--- src/tcs_pkg.sv ---
`default_nettype none
package tcs_pkg;
	// Link framing
	localparam int          CLK_PERIOD_NS  = 50;
	localparam int          IDLE_GAP_NS    = 2000000;
	localparam int          IDLE_GAP_CYC   = (IDLE_GAP_NS + CLK_PERIOD_NS - 1) / CLK_PERIOD_NS;
	localparam logic [3:0]  MSG_MIN        = 4'h3;
	localparam logic [3:0]  MSG_MAX        = 4'he;
	localparam logic [3:0]  RESP_HDR_LEN   = 4'h4;
	localparam logic [7:0]  ADDR_DEFAULT   = 8'hfe;
	localparam logic [7:0]  ADDR_GLOBAL    = 8'hff;
	localparam logic [7:0]  CMD_RESET_CODE = 8'h01;
	localparam logic [7:0]  CMD_START_CODE = 8'h02;

	// Transfer error word, high byte in [15:8]
	localparam int SCI_CHAR     = 0;
	localparam int SCI_PARAM    = 1;
	localparam int SCI_CSUM     = 2;
	localparam int SCI_MOTION   = 3;
	localparam int SCI_COUNT    = 4;
	localparam int SCI_DEVERR   = 6;
	localparam int SCI_NOTREADY = 7;
	localparam int SCI_DIR      = 8;
	localparam int SCI_CMD      = 9;

	// Device error word, high byte in [15:8]
	localparam int DEV_UNDERV   = 1;
	localparam int DEV_POSWIN   = 2;
	localparam int DEV_TEMP     = 3;
	localparam int DEV_BLK_CCW  = 4;
	localparam int DEV_BLK_CW   = 5;
	localparam int DEV_LIM_CCW  = 8;
	localparam int DEV_LIM_CW   = 9;
	localparam int DEV_MEM      = 12;
	localparam int DEV_POSREC   = 14;
	localparam int DEV_TIMEOUT  = 15;
	localparam logic [15:0] DEV_STOP_MASK  = 16'h0338;

	// Register map
	localparam logic [3:0]  REG_OWN_ADDR   = 4'h0;
	localparam logic [3:0]  REG_DEV_ERR    = 4'h4;
	localparam logic [3:0]  REG_SCI_ERR    = 4'h8;
	localparam logic [1:0]  RESP_OKAY      = 2'h0;
	localparam logic [1:0]  RESP_SLVERR    = 2'h2;

	typedef enum logic [1:0] {TCS_RX, TCS_EVAL, TCS_CORE, TCS_TX} tcs_state_e;
endpackage : tcs_pkg
`default_nettype wire

--- src/tcs_check.sv ---
// The register offsets and the AXI4-Lite register port were decided locally.
`timescale 1ns/1ps
`default_nettype none
// Behaviour
// RULE1: checksum is XOR of all preceding message bytes, one byte.
// RULE2: sender computes checksum and appends it as the final byte.
// RULE3: receiver XORs all but the last byte and compares to it.
// RULE4: every response carries a two-byte transfer error word, zero when clean.
// RULE5: low transfer error bit 0 flags framing, parity or overrun fault.
// RULE6: low transfer error bit 1 flags an out-of-range parameter.
// RULE7: low bit 2 flags checksum mismatch, bit 4 wrong character count.
// RULE8: low bit 3 flags unsuitable motion status or internal error.
// RULE9: low bit 6 set whenever any device error bit is set.
// RULE10: low bit 7 flags a start command while drive is not ready.
// RULE11: high bit 0 wrong direction after blocking, bit 1 unknown command.
// RULE12: device error bits stay latched until a reset command.
// RULE13: device error low bit 1 flags undervoltage.
// RULE14: device error low bit 2 flags position outside positioning window.
// RULE15: device error low bit 3 flags overtemperature; drive stops.
// RULE16: CCW blocking sets low bit 4, stops, allows only CW.
// RULE17: CW blocking sets low bit 5, stops, allows only CCW.
// RULE18: CCW range limit sets high bit 0, stops, CW still allowed.
// RULE19: CW range limit sets high bit 1, stops, CCW still allowed.
// RULE20: high bit 4 flags memory fault, bit 6 position recording fault.
// RULE21: high bit 7 flags communication timeout.
// RULE22: status words go high byte first; reserved bits read zero.
// RULE23: telegram ends after the idle gap with no new byte.
// RULE24: response is address, echoed command, transfer error word, parameters, checksum.
module tcs_check #(
	parameter int GAP_CYC = tcs_pkg::IDLE_GAP_CYC
) (
	input  wire logic        clk,
	input  wire logic        reset,
	input  wire logic        rx_valid,
	input  wire logic [7:0]  rx_data,
	input  wire logic        rx_fault,
	output logic             tx_valid,
	output logic [7:0]       tx_data,
	input  wire logic        tx_ready,
	output logic             cmd_valid,
	output logic [7:0]       cmd_code,
	output logic [3:0]       cmd_len,
	input  wire logic [2:0]  cmd_param_sel,
	output logic [7:0]       cmd_param_byte,
	input  wire logic        core_done,
	input  wire logic        core_param_bad,
	input  wire logic        core_motion_bad,
	input  wire logic        core_unknown,
	input  wire logic        core_dir_cw,
	input  wire logic        core_dir_ccw,
	input  wire logic [3:0]  core_resp_len,
	output logic [3:0]       resp_idx,
	input  wire logic [7:0]  resp_byte,
	input  wire logic        drive_ready,
	input  wire logic        fault_undervolt,
	input  wire logic        fault_poswin,
	input  wire logic        fault_overtemp,
	input  wire logic        fault_block_ccw,
	input  wire logic        fault_block_cw,
	input  wire logic        fault_limit_ccw,
	input  wire logic        fault_limit_cw,
	input  wire logic        fault_memory,
	input  wire logic        fault_posrec,
	input  wire logic        fault_comm_timeout,
	output logic             drive_stop,
	output logic             allow_cw,
	output logic             allow_ccw,
	input  wire logic [3:0]  s_axi_awaddr,
	input  wire logic        s_axi_awvalid,
	output logic             s_axi_awready,
	input  wire logic [31:0] s_axi_wdata,
	input  wire logic [3:0]  s_axi_wstrb,
	input  wire logic        s_axi_wvalid,
	output logic             s_axi_wready,
	output logic [1:0]       s_axi_bresp,
	output logic             s_axi_bvalid,
	input  wire logic        s_axi_bready,
	input  wire logic [3:0]  s_axi_araddr,
	input  wire logic        s_axi_arvalid,
	output logic             s_axi_arready,
	output logic [31:0]      s_axi_rdata,
	output logic [1:0]       s_axi_rresp,
	output logic             s_axi_rvalid,
	input  wire logic        s_axi_rready
);
	import tcs_pkg::*;

	tcs_state_e  state;
	logic [7:0]  rx_buf [0:13];
	logic [3:0]  rx_cnt;
	logic [7:0]  run_xor;
	logic [7:0]  prev_xor;
	logic [7:0]  last_byte;
	logic        char_fault;
	logic [31:0] gap_cnt;
	logic [15:0] sci_err;
	logic [15:0] dev_err;
	logic [15:0] fault_vec;
	logic        clr_dev;
	logic        reply;
	logic [7:0]  own_addr;
	logic [3:0]  tx_idx;
	logic [3:0]  tx_last;
	logic [7:0]  tx_csum;
	logic [7:0]  sel_byte;
	logic [15:0] sci_word;
	logic        len_ok;
	logic        tel_ok;
	logic        tx_fire;
	logic        eval_busy;
	logic        rx_restart;

	assign len_ok    = (rx_cnt >= MSG_MIN) && (rx_cnt <= MSG_MAX);
	assign tel_ok    = len_ok && !char_fault && (prev_xor == last_byte);
	assign tx_fire   = tx_valid && tx_ready;
	assign eval_busy = (tel_ok && (rx_buf[0] == own_addr || rx_buf[0] == ADDR_GLOBAL))
		|| ((rx_cnt >= 4'h2) && (rx_buf[0] == own_addr));
	// A global telegram has no reply, so its buffer is freed as soon as the core is done
	assign rx_restart = (state == TCS_TX && tx_fire && tx_idx == tx_last)
		|| (state == TCS_CORE && core_done && !reply) || (state == TCS_EVAL && !eval_busy);
	assign cmd_code  = rx_buf[1];
	assign cmd_len   = rx_cnt;
	assign cmd_param_byte = rx_buf[4'(cmd_param_sel) + 4'h2];
	assign resp_idx  = tx_idx - RESP_HDR_LEN;
	// Device error summary always live, so a fault latched mid-telegram is still reported
	assign sci_word  = sci_err | (16'(|dev_err) << SCI_DEVERR); // RULE9
	assign drive_stop = |(dev_err & DEV_STOP_MASK); // RULE15
	assign allow_cw  = !(dev_err[DEV_BLK_CW] || dev_err[DEV_LIM_CW]); // RULE17 RULE19
	assign allow_ccw = !(dev_err[DEV_BLK_CCW] || dev_err[DEV_LIM_CCW]); // RULE16 RULE18

	// Receive: bytes are ignored while answering, the line is half duplex
	always_ff @(posedge clk) begin
		if (reset) begin
			rx_cnt     <= 4'h0;
			run_xor    <= 8'h00;
			prev_xor   <= 8'h00;
			last_byte  <= 8'h00;
			char_fault <= 1'b0;
			gap_cnt    <= 32'h0;
		end else if (state == TCS_RX) begin
			if (rx_valid) begin
				if (rx_cnt <= MSG_MAX) begin
					rx_cnt <= rx_cnt + 4'h1;
				end
				prev_xor   <= run_xor; // RULE3
				run_xor    <= run_xor ^ rx_data; // RULE1
				last_byte  <= rx_data;
				char_fault <= char_fault | rx_fault; // RULE5
				gap_cnt    <= 32'h0;
			end else if (rx_cnt != 4'h0) begin
				gap_cnt <= gap_cnt + 32'h1; // RULE23
			end
		end else if (rx_restart) begin
			rx_cnt     <= 4'h0;
			run_xor    <= 8'h00;
			prev_xor   <= 8'h00;
			char_fault <= 1'b0;
			gap_cnt    <= 32'h0;
		end
	end

	always_ff @(posedge clk) begin
		if (state == TCS_RX && rx_valid && rx_cnt < MSG_MAX) begin
			rx_buf[rx_cnt] <= rx_data;
		end
	end

	// Sequencer
	always_ff @(posedge clk) begin
		if (reset) begin
			state     <= TCS_RX;
			sci_err   <= 16'h0000;
			cmd_valid <= 1'b0;
			reply     <= 1'b0;
			clr_dev   <= 1'b0;
			tx_last   <= 4'h0;
		end else begin
			cmd_valid <= 1'b0;
			clr_dev   <= 1'b0;
			unique case (state)
				TCS_RX: begin
					if (rx_cnt != 4'h0 && !rx_valid && gap_cnt >= 32'(GAP_CYC - 1)) begin
						state <= TCS_EVAL; // RULE23
					end
				end
				TCS_EVAL: begin
					// Global telegrams act on the drive but are never answered
					reply   <= (rx_cnt >= 4'h2) && (rx_buf[0] == own_addr);
					sci_err <= 16'h0000;
					sci_err[SCI_CHAR]  <= char_fault; // RULE5
					sci_err[SCI_COUNT] <= !len_ok; // RULE7
					sci_err[SCI_CSUM]  <= len_ok && (prev_xor != last_byte); // RULE7
					sci_err[SCI_NOTREADY] <= tel_ok && (rx_buf[1] == CMD_START_CODE) && !drive_ready; // RULE10
					tx_last <= RESP_HDR_LEN;
					if (tel_ok && (rx_buf[0] == own_addr || rx_buf[0] == ADDR_GLOBAL)) begin
						cmd_valid <= 1'b1;
						clr_dev   <= (rx_buf[1] == CMD_RESET_CODE); // RULE12
						state     <= TCS_CORE;
					end else if ((rx_cnt >= 4'h2) && (rx_buf[0] == own_addr)) begin
						state <= TCS_TX;
					end else begin
						state <= TCS_RX;
					end
				end
				TCS_CORE: begin
					if (core_done) begin
						sci_err[SCI_PARAM]  <= core_param_bad; // RULE6
						sci_err[SCI_MOTION] <= core_motion_bad; // RULE8
						sci_err[SCI_CMD]    <= core_unknown; // RULE11
						sci_err[SCI_DIR]    <= (core_dir_cw && !allow_cw) || (core_dir_ccw && !allow_ccw); // RULE11
						tx_last <= RESP_HDR_LEN + core_resp_len;
						state   <= reply ? TCS_TX : TCS_RX;
					end
				end
				TCS_TX: begin
					if (tx_fire && tx_idx == tx_last) begin
						state <= TCS_RX;
					end
				end
			endcase
		end
	end

	// Response byte order: address, command echo, error word high then low, parameters, checksum
	always_comb begin
		if (tx_idx == tx_last) begin
			sel_byte = tx_csum; // RULE2
		end else if (tx_idx == 4'h0) begin
			sel_byte = own_addr; // RULE24
		end else if (tx_idx == 4'h1) begin
			sel_byte = rx_buf[1]; // RULE24
		end else if (tx_idx == 4'h2) begin
			sel_byte = sci_word[15:8]; // RULE22 RULE4
		end else if (tx_idx == 4'h3) begin
			sel_byte = sci_word[7:0]; // RULE4
		end else begin
			sel_byte = resp_byte;
		end
	end

	// Transmit: one idle cycle between bytes, far below the character time
	always_ff @(posedge clk) begin
		if (reset) begin
			tx_valid <= 1'b0;
			tx_data  <= 8'h00;
			tx_idx   <= 4'h0;
			tx_csum  <= 8'h00;
		end else if (state != TCS_TX) begin
			tx_valid <= 1'b0;
			tx_idx   <= 4'h0;
			tx_csum  <= 8'h00;
		end else if (!tx_valid) begin
			tx_valid <= 1'b1;
			tx_data  <= sel_byte;
			tx_csum  <= tx_csum ^ sel_byte; // RULE1
		end else if (tx_ready) begin
			tx_valid <= 1'b0;
			tx_idx   <= tx_idx + 4'h1;
		end
	end

	// Device errors: a fault arriving with the reset command survives it
	always_comb begin
		fault_vec = 16'h0000;
		fault_vec[DEV_UNDERV]  = fault_undervolt; // RULE13
		fault_vec[DEV_POSWIN]  = fault_poswin; // RULE14
		fault_vec[DEV_TEMP]    = fault_overtemp; // RULE15
		fault_vec[DEV_BLK_CCW] = fault_block_ccw; // RULE16
		fault_vec[DEV_BLK_CW]  = fault_block_cw; // RULE17
		fault_vec[DEV_LIM_CCW] = fault_limit_ccw; // RULE18
		fault_vec[DEV_LIM_CW]  = fault_limit_cw; // RULE19
		fault_vec[DEV_MEM]     = fault_memory; // RULE20
		fault_vec[DEV_POSREC]  = fault_posrec; // RULE20
		fault_vec[DEV_TIMEOUT] = fault_comm_timeout; // RULE21
	end

	always_ff @(posedge clk) begin
		if (reset) begin
			dev_err <= 16'h0000;
		end else begin
			dev_err <= (clr_dev ? 16'h0000 : dev_err) | fault_vec; // RULE12
		end
	end

	// AXI4-Lite slave
	logic        aw_got;
	logic        w_got;
	logic [3:0]  aw_addr;
	logic [31:0] w_data;
	logic [3:0]  w_strb;

	assign s_axi_awready = !aw_got && !s_axi_bvalid;
	assign s_axi_wready  = !w_got && !s_axi_bvalid;
	assign s_axi_arready = !s_axi_rvalid;

	always_ff @(posedge clk) begin
		if (reset) begin
			aw_got       <= 1'b0;
			w_got        <= 1'b0;
			aw_addr      <= 4'h0;
			w_data       <= 32'h0;
			w_strb       <= 4'h0;
			s_axi_bvalid <= 1'b0;
			s_axi_bresp  <= RESP_OKAY;
			own_addr     <= ADDR_DEFAULT;
		end else begin
			if (s_axi_awvalid && s_axi_awready) begin
				aw_got  <= 1'b1;
				aw_addr <= s_axi_awaddr;
			end
			if (s_axi_wvalid && s_axi_wready) begin
				w_got  <= 1'b1;
				w_data <= s_axi_wdata;
				w_strb <= s_axi_wstrb;
			end
			if (aw_got && w_got) begin
				aw_got       <= 1'b0;
				w_got        <= 1'b0;
				s_axi_bvalid <= 1'b1;
				s_axi_bresp  <= (aw_addr == REG_OWN_ADDR) ? RESP_OKAY : RESP_SLVERR;
				if (aw_addr == REG_OWN_ADDR && w_strb[0]) begin
					own_addr <= w_data[7:0];
				end
			end else if (s_axi_bvalid && s_axi_bready) begin
				s_axi_bvalid <= 1'b0;
			end
		end
	end

	always_ff @(posedge clk) begin
		if (reset) begin
			s_axi_rvalid <= 1'b0;
			s_axi_rdata  <= 32'h0;
			s_axi_rresp  <= RESP_OKAY;
		end else if (s_axi_arvalid && s_axi_arready) begin
			s_axi_rvalid <= 1'b1;
			s_axi_rresp  <= RESP_OKAY;
			unique case (s_axi_araddr)
				REG_OWN_ADDR: s_axi_rdata <= {24'h0, own_addr};
				REG_DEV_ERR:  s_axi_rdata <= {16'h0, dev_err};
				REG_SCI_ERR:  s_axi_rdata <= {16'h0, sci_word};
				default: begin
					s_axi_rdata <= 32'h0;
					s_axi_rresp <= RESP_SLVERR;
				end
			endcase
		end else if (s_axi_rvalid && s_axi_rready) begin
			s_axi_rvalid <= 1'b0;
		end
	end

	// Checks
	a_csum_flag: assert property (@(posedge clk) disable iff (reset) // RULE3
		(state == TCS_EVAL && len_ok && prev_xor != last_byte) |=> sci_err[SCI_CSUM])
		else $error("checksum mismatch not flagged");
	a_count_flag: assert property (@(posedge clk) disable iff (reset) // RULE7
		(state == TCS_EVAL && !len_ok) |=> sci_err[SCI_COUNT])
		else $error("bad telegram length not flagged");
	a_tx_checksum: assert property (@(posedge clk) disable iff (reset) // RULE2
		(tx_fire && tx_idx == tx_last) |-> (tx_data == $past(tx_csum, 2)))
		else $error("sent checksum wrong");
	a_tx_address: assert property (@(posedge clk) disable iff (reset) // RULE24
		(tx_fire && tx_idx == 4'h0) |-> (tx_data == own_addr))
		else $error("response does not open with own address");
	a_sci_devbit: assert property (@(posedge clk) disable iff (reset) // RULE9
		(tx_fire && tx_idx == 4'h3 && tx_idx != tx_last) |-> (tx_data[SCI_DEVERR] == (|$past(dev_err))))
		else $error("device error summary bit wrong");
	a_sci_reserved: assert property (@(posedge clk) disable iff (reset) // RULE22
		(tx_fire && tx_idx == 4'h2) |-> (tx_data[7:2] == 6'h00))
		else $error("reserved transfer error bits set");
	a_gap_hold: assert property (@(posedge clk) disable iff (reset) // RULE23
		(state == TCS_RX && rx_valid) |=> (state == TCS_RX) [*2])
		else $error("telegram closed before idle gap");
	a_dev_latch: assert property (@(posedge clk) disable iff (reset) // RULE12
		(|($past(dev_err) & ~dev_err)) |-> $past(clr_dev))
		else $error("device error dropped without reset command");
	a_temp_stop: assert property (@(posedge clk) disable iff (reset) // RULE15
		$rose(fault_overtemp) |=> drive_stop)
		else $error("overtemperature did not stop drive");
	a_block_ccw: assert property (@(posedge clk) disable iff (reset) // RULE16
		fault_block_ccw |=> (!allow_ccw && drive_stop))
		else $error("ccw blocking still allows ccw");
	a_limit_cw: assert property (@(posedge clk) disable iff (reset) // RULE19
		fault_limit_cw ##1 (!dev_err[DEV_BLK_CCW] && !dev_err[DEV_LIM_CCW]) |-> (allow_ccw && !allow_cw && drive_stop))
		else $error("cw limit direction lock wrong");

	c_response: cover property (@(posedge clk) disable iff (reset) tx_fire && tx_idx == tx_last);
	c_csum_err: cover property (@(posedge clk) disable iff (reset) state == TCS_TX && sci_err[SCI_CSUM]);
	c_reset_clr: cover property (@(posedge clk) disable iff (reset) clr_dev && (|dev_err));
endmodule : tcs_check
`default_nettype wire

--- config.mk ---
export PLATFORM = sky130hd
export DESIGN_NAME = tcs_check
export DESIGN_NICKNAME = d
export VERILOG_FILES = /design/src/tcs_pkg.sv /design/src/tcs_check.sv
export SDC_FILE = /design/constraint.sdc
export NUM_CORES = 1
export LEC_CHECK = 0
export BUFFER_PORTS_ARGS = -buffer_cell sky130_fd_sc_hd__buf_4
export CAP_MARGIN = 20
export CORE_MARGIN = 2
export CORE_UTILIZATION = 55
export DETAILED_ROUTE_END_ITERATION = 12
export PLACE_DENSITY = 0.77
export SYNTH_ARGS = -nofsm -noshare
export SYNTH_HDL_FRONTEND = slang
export SYNTH_SLANG_ARGS = --single-unit
--- constraint.sdc ---
create_clock -name clk -period 3.5 [get_ports clk]
set_clock_uncertainty 0.05 [all_clocks]
set_input_delay 0.175 -clock clk [delete_from_list [all_inputs] [get_ports clk]]
set_output_delay 0.175 -clock clk [all_outputs]
set_load 0.05 [all_outputs]
* Word-level counts from Yosys, hierarchy flattened *
Memories as Yosys holds them, arrays and structs flattened.
Index checks and enable logic that the tools add are counted.

word-level totals
  memories kept = 1
  logic and storage cells = 195
  output and inout port bits = 78
  bits in registers = 176
  bits in writable memories = 112

memories
  memory  words  width  read ports  clocked after Yosys merged registers in  wr ports  RTL line         source
  rx_buf  14     8      3           0                                        1         tcs_check.sv:89  logic [7:0] rx_buf [0:13];

cells by class
  mux-type cells = 49
  equality and inequality tests = 22
  reductions and logical operators = 74
  $lt $le $gt $ge = 5
  bitwise gates (word level) = 9
  add/sub/neg operators = 6

operators with widths
  cell                                                                 count
  2-to-1 mux 32 bit                                                    4
  2-to-1 mux 8 bit                                                     10
  one-hot mux 16 bit (3 select lines)                                  1
  adder 32 x 1 -> 32 bit, second input constant                        1
  greater-or-equal comparator 32 x 16 -> 1 bit, second input constant  1
  logical AND 1 bit                                                    30
  2-to-1 mux 4 bit                                                     5
  2-to-1 mux 2 bit                                                     9
  equality test 8 bit                                                  2
  2-to-1 mux 16 bit                                                    1
  OR 16 bit                                                            1
  OR reduction 16 bit                                                  1
  bitwise XOR 8 bit                                                    2
  2-to-1 mux 1 bit                                                     14
  AND reduction 2 bit                                                  7
  zero test 1 bit                                                      12
  zero test 4 bit                                                      3
  OR 10 x 7 -> 10 bit                                                  1
  adder 4 x 1 -> 4 bit, second input constant                          2
  equality test 4 x 2 -> 1 bit, second input constant                  2
  equality test 8 x 1 -> 1 bit, second input constant                  1
  equality test 8 x 2 -> 1 bit, second input constant                  1
  equality test 8 bit, second input constant                           1
  greater-or-equal comparator 4 x 2 -> 1 bit, second input constant    2
  29 further kinds                                                     51

* Depth between registers and ports, before layout *
  word-level depth = 11
  gate-level depth with buffers = 11
  mapped depth without buffers = 9

* Worst setup path after synthesis *
No wires, ideal clock.

  kind = register to register
  start = register rx_cnt[0] (netlist: cmd_len[0])
  end = register gap_cnt[30]
  stages on the path, launching flop included = 10
  arrival = 2.625 ns
  path slack = 0.701 ns
  library setup time = 0.123 ns
  required time = 3.327 ns
  cells stage by stage = dfxtp_1 > inv_1 > ha_1 > nand4b_1 > o31ai_2 > nor4_4 > a221o_4 > a211oi_4 > nand3_1 > mux2_1

between the ends
  cells in the longest elaborated chain, start to end = 11
  elaborated cells on any way between the ends = 16
  classes of those cells = 3 x order compare; 1 x eq/ne; 12 x reduce/logical

ends and longest elaborated chain
  element                                                                                              RTL line          source
  from (decl)                                                                                          tcs_check.sv:90   logic [3:0] rx_cnt;
  from (signal assigned)                                                                               tcs_check.sv:143  rx_cnt <= rx_cnt + 4'h1;
  greater-or-equal comparator 4 x 2 -> 1 bit / less-or-equal comparator 4 bit (equally long branches)  tcs_check.sv:113  assign len_ok = (rx_cnt >= MSG_MIN) && (rx_cnt <= MSG_MAX);
  logical AND 1 bit                                                                                    tcs_check.sv:113
  logical AND 1 bit (2 in a row)                                                                       tcs_check.sv:114  assign tel_ok = len_ok && !char_fault && (prev_xor == last_byte);
  logical AND 1 bit                                                                                    tcs_check.sv:116  assign eval_busy = (tel_ok && (rx_buf[0] == own_addr || rx_buf[0] == ADDR_GLOBAL))
  logical OR 1 bit                                                                                     tcs_check.sv:117  || ((rx_cnt >= 4'h2) && (rx_buf[0] == own_addr));
  zero test 1 bit                                                                                      tcs_check.sv:120  || (state == TCS_CORE && core_done && !reply) || (state == TCS_EVAL && !eval_busy);
  logical AND 1 bit                                                                                    tcs_check.sv:120
  logical OR 1 bit                                                                                     tcs_check.sv:120
  nonzero test 2 bit (no line)                                                                         n/a
  AND reduction 2 bit (no line) *                                                                      n/a
  to (signal assigned)                                                                                 tcs_check.sv:151  gap_cnt <= gap_cnt + 32'h1;
  to (decl)                                                                                            tcs_check.sv:95   logic [31:0] gap_cnt;

Every way passes the cells marked *; elsewhere a longest branch is shown, timed or not.
A chain may end at the register's enable or synchronous reset.

* Worst setup path in the final report *
  start = register rx_cnt[0] (netlist: cmd_len[0])
  end = register gap_cnt[13]

The elaborated chain is that of the path after synthesis.

==> flow_summary.ini <==
[synth]
synth_top_area_share_pct = 28.9
syn_area_per_cell_sq_um = 11.1
synth_edf_count = 112
yosys_warnings = 0
syn_inst = 1044
synthTopCellsByArea = edfxtp_1 (29%), dfxtp_1 (26%), mux4_2 (6.2%)
netlist_top_cells_count = dfxtp_1 (149), edfxtp_1 (112), nor2_1 (104)
yosysTopAreaCell = edfxtp_1
ys.flop_type = dfxtp_1
ys_seq_area_share_pct = 54.6
yosys.cell_types.count = 75
async_reset_ff_share_pct = 0
synth_most_common_cell = dfxtp_1
synth-seq-cells = 261
synthesis.area_sq_um = 11600

[clocking]
cts-buffers-inserted = 27
cts_sinks = 261
cts_max_path_buffers = 3
clk_latency_ns = 0.53
htreeDepth = 1
post_cts_buffers = 0
cts_tree = yes
clk_pin_slew_ns = 0.06
ctsRootBufferMaster = clkbuf_16

[global_route]
antenna_found_initial = 0
grt_pass1_vias = 7997
grt_pass1_wl_um = 42900
grt_overflow = 0
gr-usage-all-layers_pct = 24.4
grt_max_degree = 60

[sta]
min_period_ns = 2.86
finalSetupViolCount = 0
finalCritPeriodShare_pct = 81.6
fmax_mhz = 350
max_slew_margin_pct = 51.8
hold_ws_ns = 0.0347
hold_violations = 0
tightest_slew_ns = 0.721
rsz0062_at_grt = false
slew_violations = 0
worst_slack_ns = 0.643
tns_ns = 0

[drt]
vias_per_cell = 5.77
ant_nets = 0
vias = 8592
wl_um = 27600
routedWlPerCell_um = 18.6
drc = 0
drtIter0Drc = 640
drt-pass1-iter-count = 5

[floorplanning]
num_rows = 53
dieHeight_um = 149
ios = 172
start_util_pct = 55.7
die_w_um = 149
dieArea_sq_um = 22300
core_area_sq_um = 20900

[worst_setup_path]
path_max_fanout = 12
end_kind = flop
crit_chain = inv_1 > ha_1 > nand4b_1 > o31ai_2 > nor4_4 > a221oi_4 > o2111ai_2 > or4_1 > a21oi_1
critPathKind = flop to flop
start_kind = flop
r2r_end = gap_cnt[13]
worstPathArrival_ns = 3.26
cpPeakStageDelay_ns = 0.48
worst_r2r_startpoint = cmd_len[0]
critPathRequiredTime_ns = 3.90
crit_slowest_cell = or4_1
reg2reg_slack_ns = 0.64
r2r_cells = 9

[placement]
globalplace.congestion = 0.886
dp.final_hpwl_um = 18200
place_ws_ns = 0.663
place_area_sq_um = 12600
io_buffers = 123

[hold_path]
whs_path_depth = 5
worstHoldPathType = input pin to flop
min_from = core_dir_ccw
hold_path_end = sci_err[8]

[finish]
finalNetCount = 1298
stdcell_area_sq_um = 14000
fillers = 1537
diodes = 0
area_delta_synth_final_pct = 20.4
drive_gt1_share_pct = 20.1
final_util_pct = 67.0

[power]
vdd_drop_max_v = 0.000295
switching_share_pct = 25.7
leakage_nw = 5.05
intPower_mw = 5.46
power_frac_seq_pct = 46.2
powerDensity_nw_per_um2 = 525
switching_power_mw = 1.89
clkPwrFrac_pct = 39.9
pwr-share-comb_pct = 14.0

[flow_run]
maxCapViolCount = 0

[outcome]
status = finished, final reports clean
[power groups by stage]
| stage | Combinational [mW] | Clock [mW] | Sequential, mW |
|---|---|---|---|
| finish | 1.03 | 2.93 | 3.39 |
| global route | 1.10 | 3.08 | 3.40 |
| CTS | 1.03 | 2.96 | 3.39 |
| detailed placement | 0.978 | 0 | 3.45 |
| global placement | 0.962 | 0 | 3.45 |
| floorplan | 0.669 | 0 | 3.48 |
[per-layer routing]
layer | track usage [%] | up-vias | wire length [um]
li1 | - | 4098 | -
met1 | 33.8 | 4149 | 11700
met2 | 40.6 | 307 | 13700
met3 | 3.36 | 38 | 1750
met4 | 6.86 | 0 | 507
met5 | 0 | - | 0
[cell type report]
| cell class | instances | area [sq um] | share of cell area (%) |
|---|---|---|---|
| clock buffers | 40 | 795 | 5.67 |
| multi-input cells | 712 | 4890 | 34.9 |
| inverters | 13 | 48.8 | 0.349 |
| clock inverters | 9 | 124 | 0.885 |
| repair buffers | 178 | 1460 | 10.4 |
| well taps | 275 | 344 | 2.46 |
| flip-flops and latches | 261 | 6350 | 45.3 |
[kinds of logic (layout without fill, tap and decap cells)]
kind of cell	count (synthesis)	after routing	synth area share, %
AO/OA/AOI/OAI	207	207	12.2
flip-flops	261	261	54.6
other	1	21	0.0323
AND/OR/NAND/NOR	367	367	15.7
buffers and inverters	91	240	4.04
XOR/XNOR	47	47	3.60
adder cells (fa/ha/maj)	11	11	1.18
multiplexers	59	59	8.65
[sequential cells by signal, summed over array words and instances, names as in the netlist, 10 cells and up]
register     flops
rx_buf         112
gap_cnt         32
s_axi_rdata     13
dev_err         10
[how the worst max path moves through the flow]
| stage | from | end | slack [ns] | cells after the start |
|---|---|---|---|---|
| after floorplan | cmd_len[0] | gap_cnt[30] | 0.70 | 9 |
| after global placement | cmd_len[0] | gap_cnt[30] | 0.74 | 9 |
| after detailed placement | cmd_len[0] | gap_cnt[13] | 0.66 | 9 |
| after CTS | cmd_len[0] | gap_cnt[13] | 0.66 | 9 |
| after global routing | cmd_len[0] | gap_cnt[13] | 0.43 | 9 |
| final | cmd_len[0] | gap_cnt[13] | 0.64 | 9 |
[metrics by stage]
stage	power, mW	instances
finish	7.35	1488
global route	7.58	1488
CTS	7.38	1488
detailed placement	4.43	1391
global placement	4.41	1391
floorplan	4.15	1064
[critical path, delay by kind of cell, from the launching register on]
family / cells / cell delay, ns
AOI/OAI and AO/OA: 4 / 1.10
and+or+nand+nor: 3 / 0.81
DFF: 1 / 0.45
adders and majority gates: 1 / 0.25
buffers and inverters: 1 / 0.11
[cells in the final DEF (no fill, tap or decap), drive strengths merged, types with 5 or more instances in the layout]
cell type    synthesis  final
nand2               90     90
conb                 1     21
ha                  11     11
o211ai               6      6
a22oi               12     12
edfxtp             112    112
clkbuf              37     40
mux2                12     12
xnor2               42     42
buf                 41    130
nand2b               6      6
nor2b                7      7
nor3                18     18
inv                 12     12
clkinv               1      7
mux4                32     32
o21ai               30     30
a22o                10     10
a21oi               82     82
dfxtp              149    149
a211oi              17     17
nand3b               7      7
a211o                7      7
or3                 12     12
or2                  7      7
mux2i               15     15
nor4                11     11
and3                24     24
a31oi                5      5
nand3               27     27
dlygate4sd3          0     48
nor2               105    105
xor2                 5      5
nand4               19     19
and2                17     17
[timing repair]
item	CTS	global route
hold buffers	48	0
endpoints found under the hold margin	163	0
resized for setup	0	0
No activity file was read; power rests on OpenSTA's default activity.
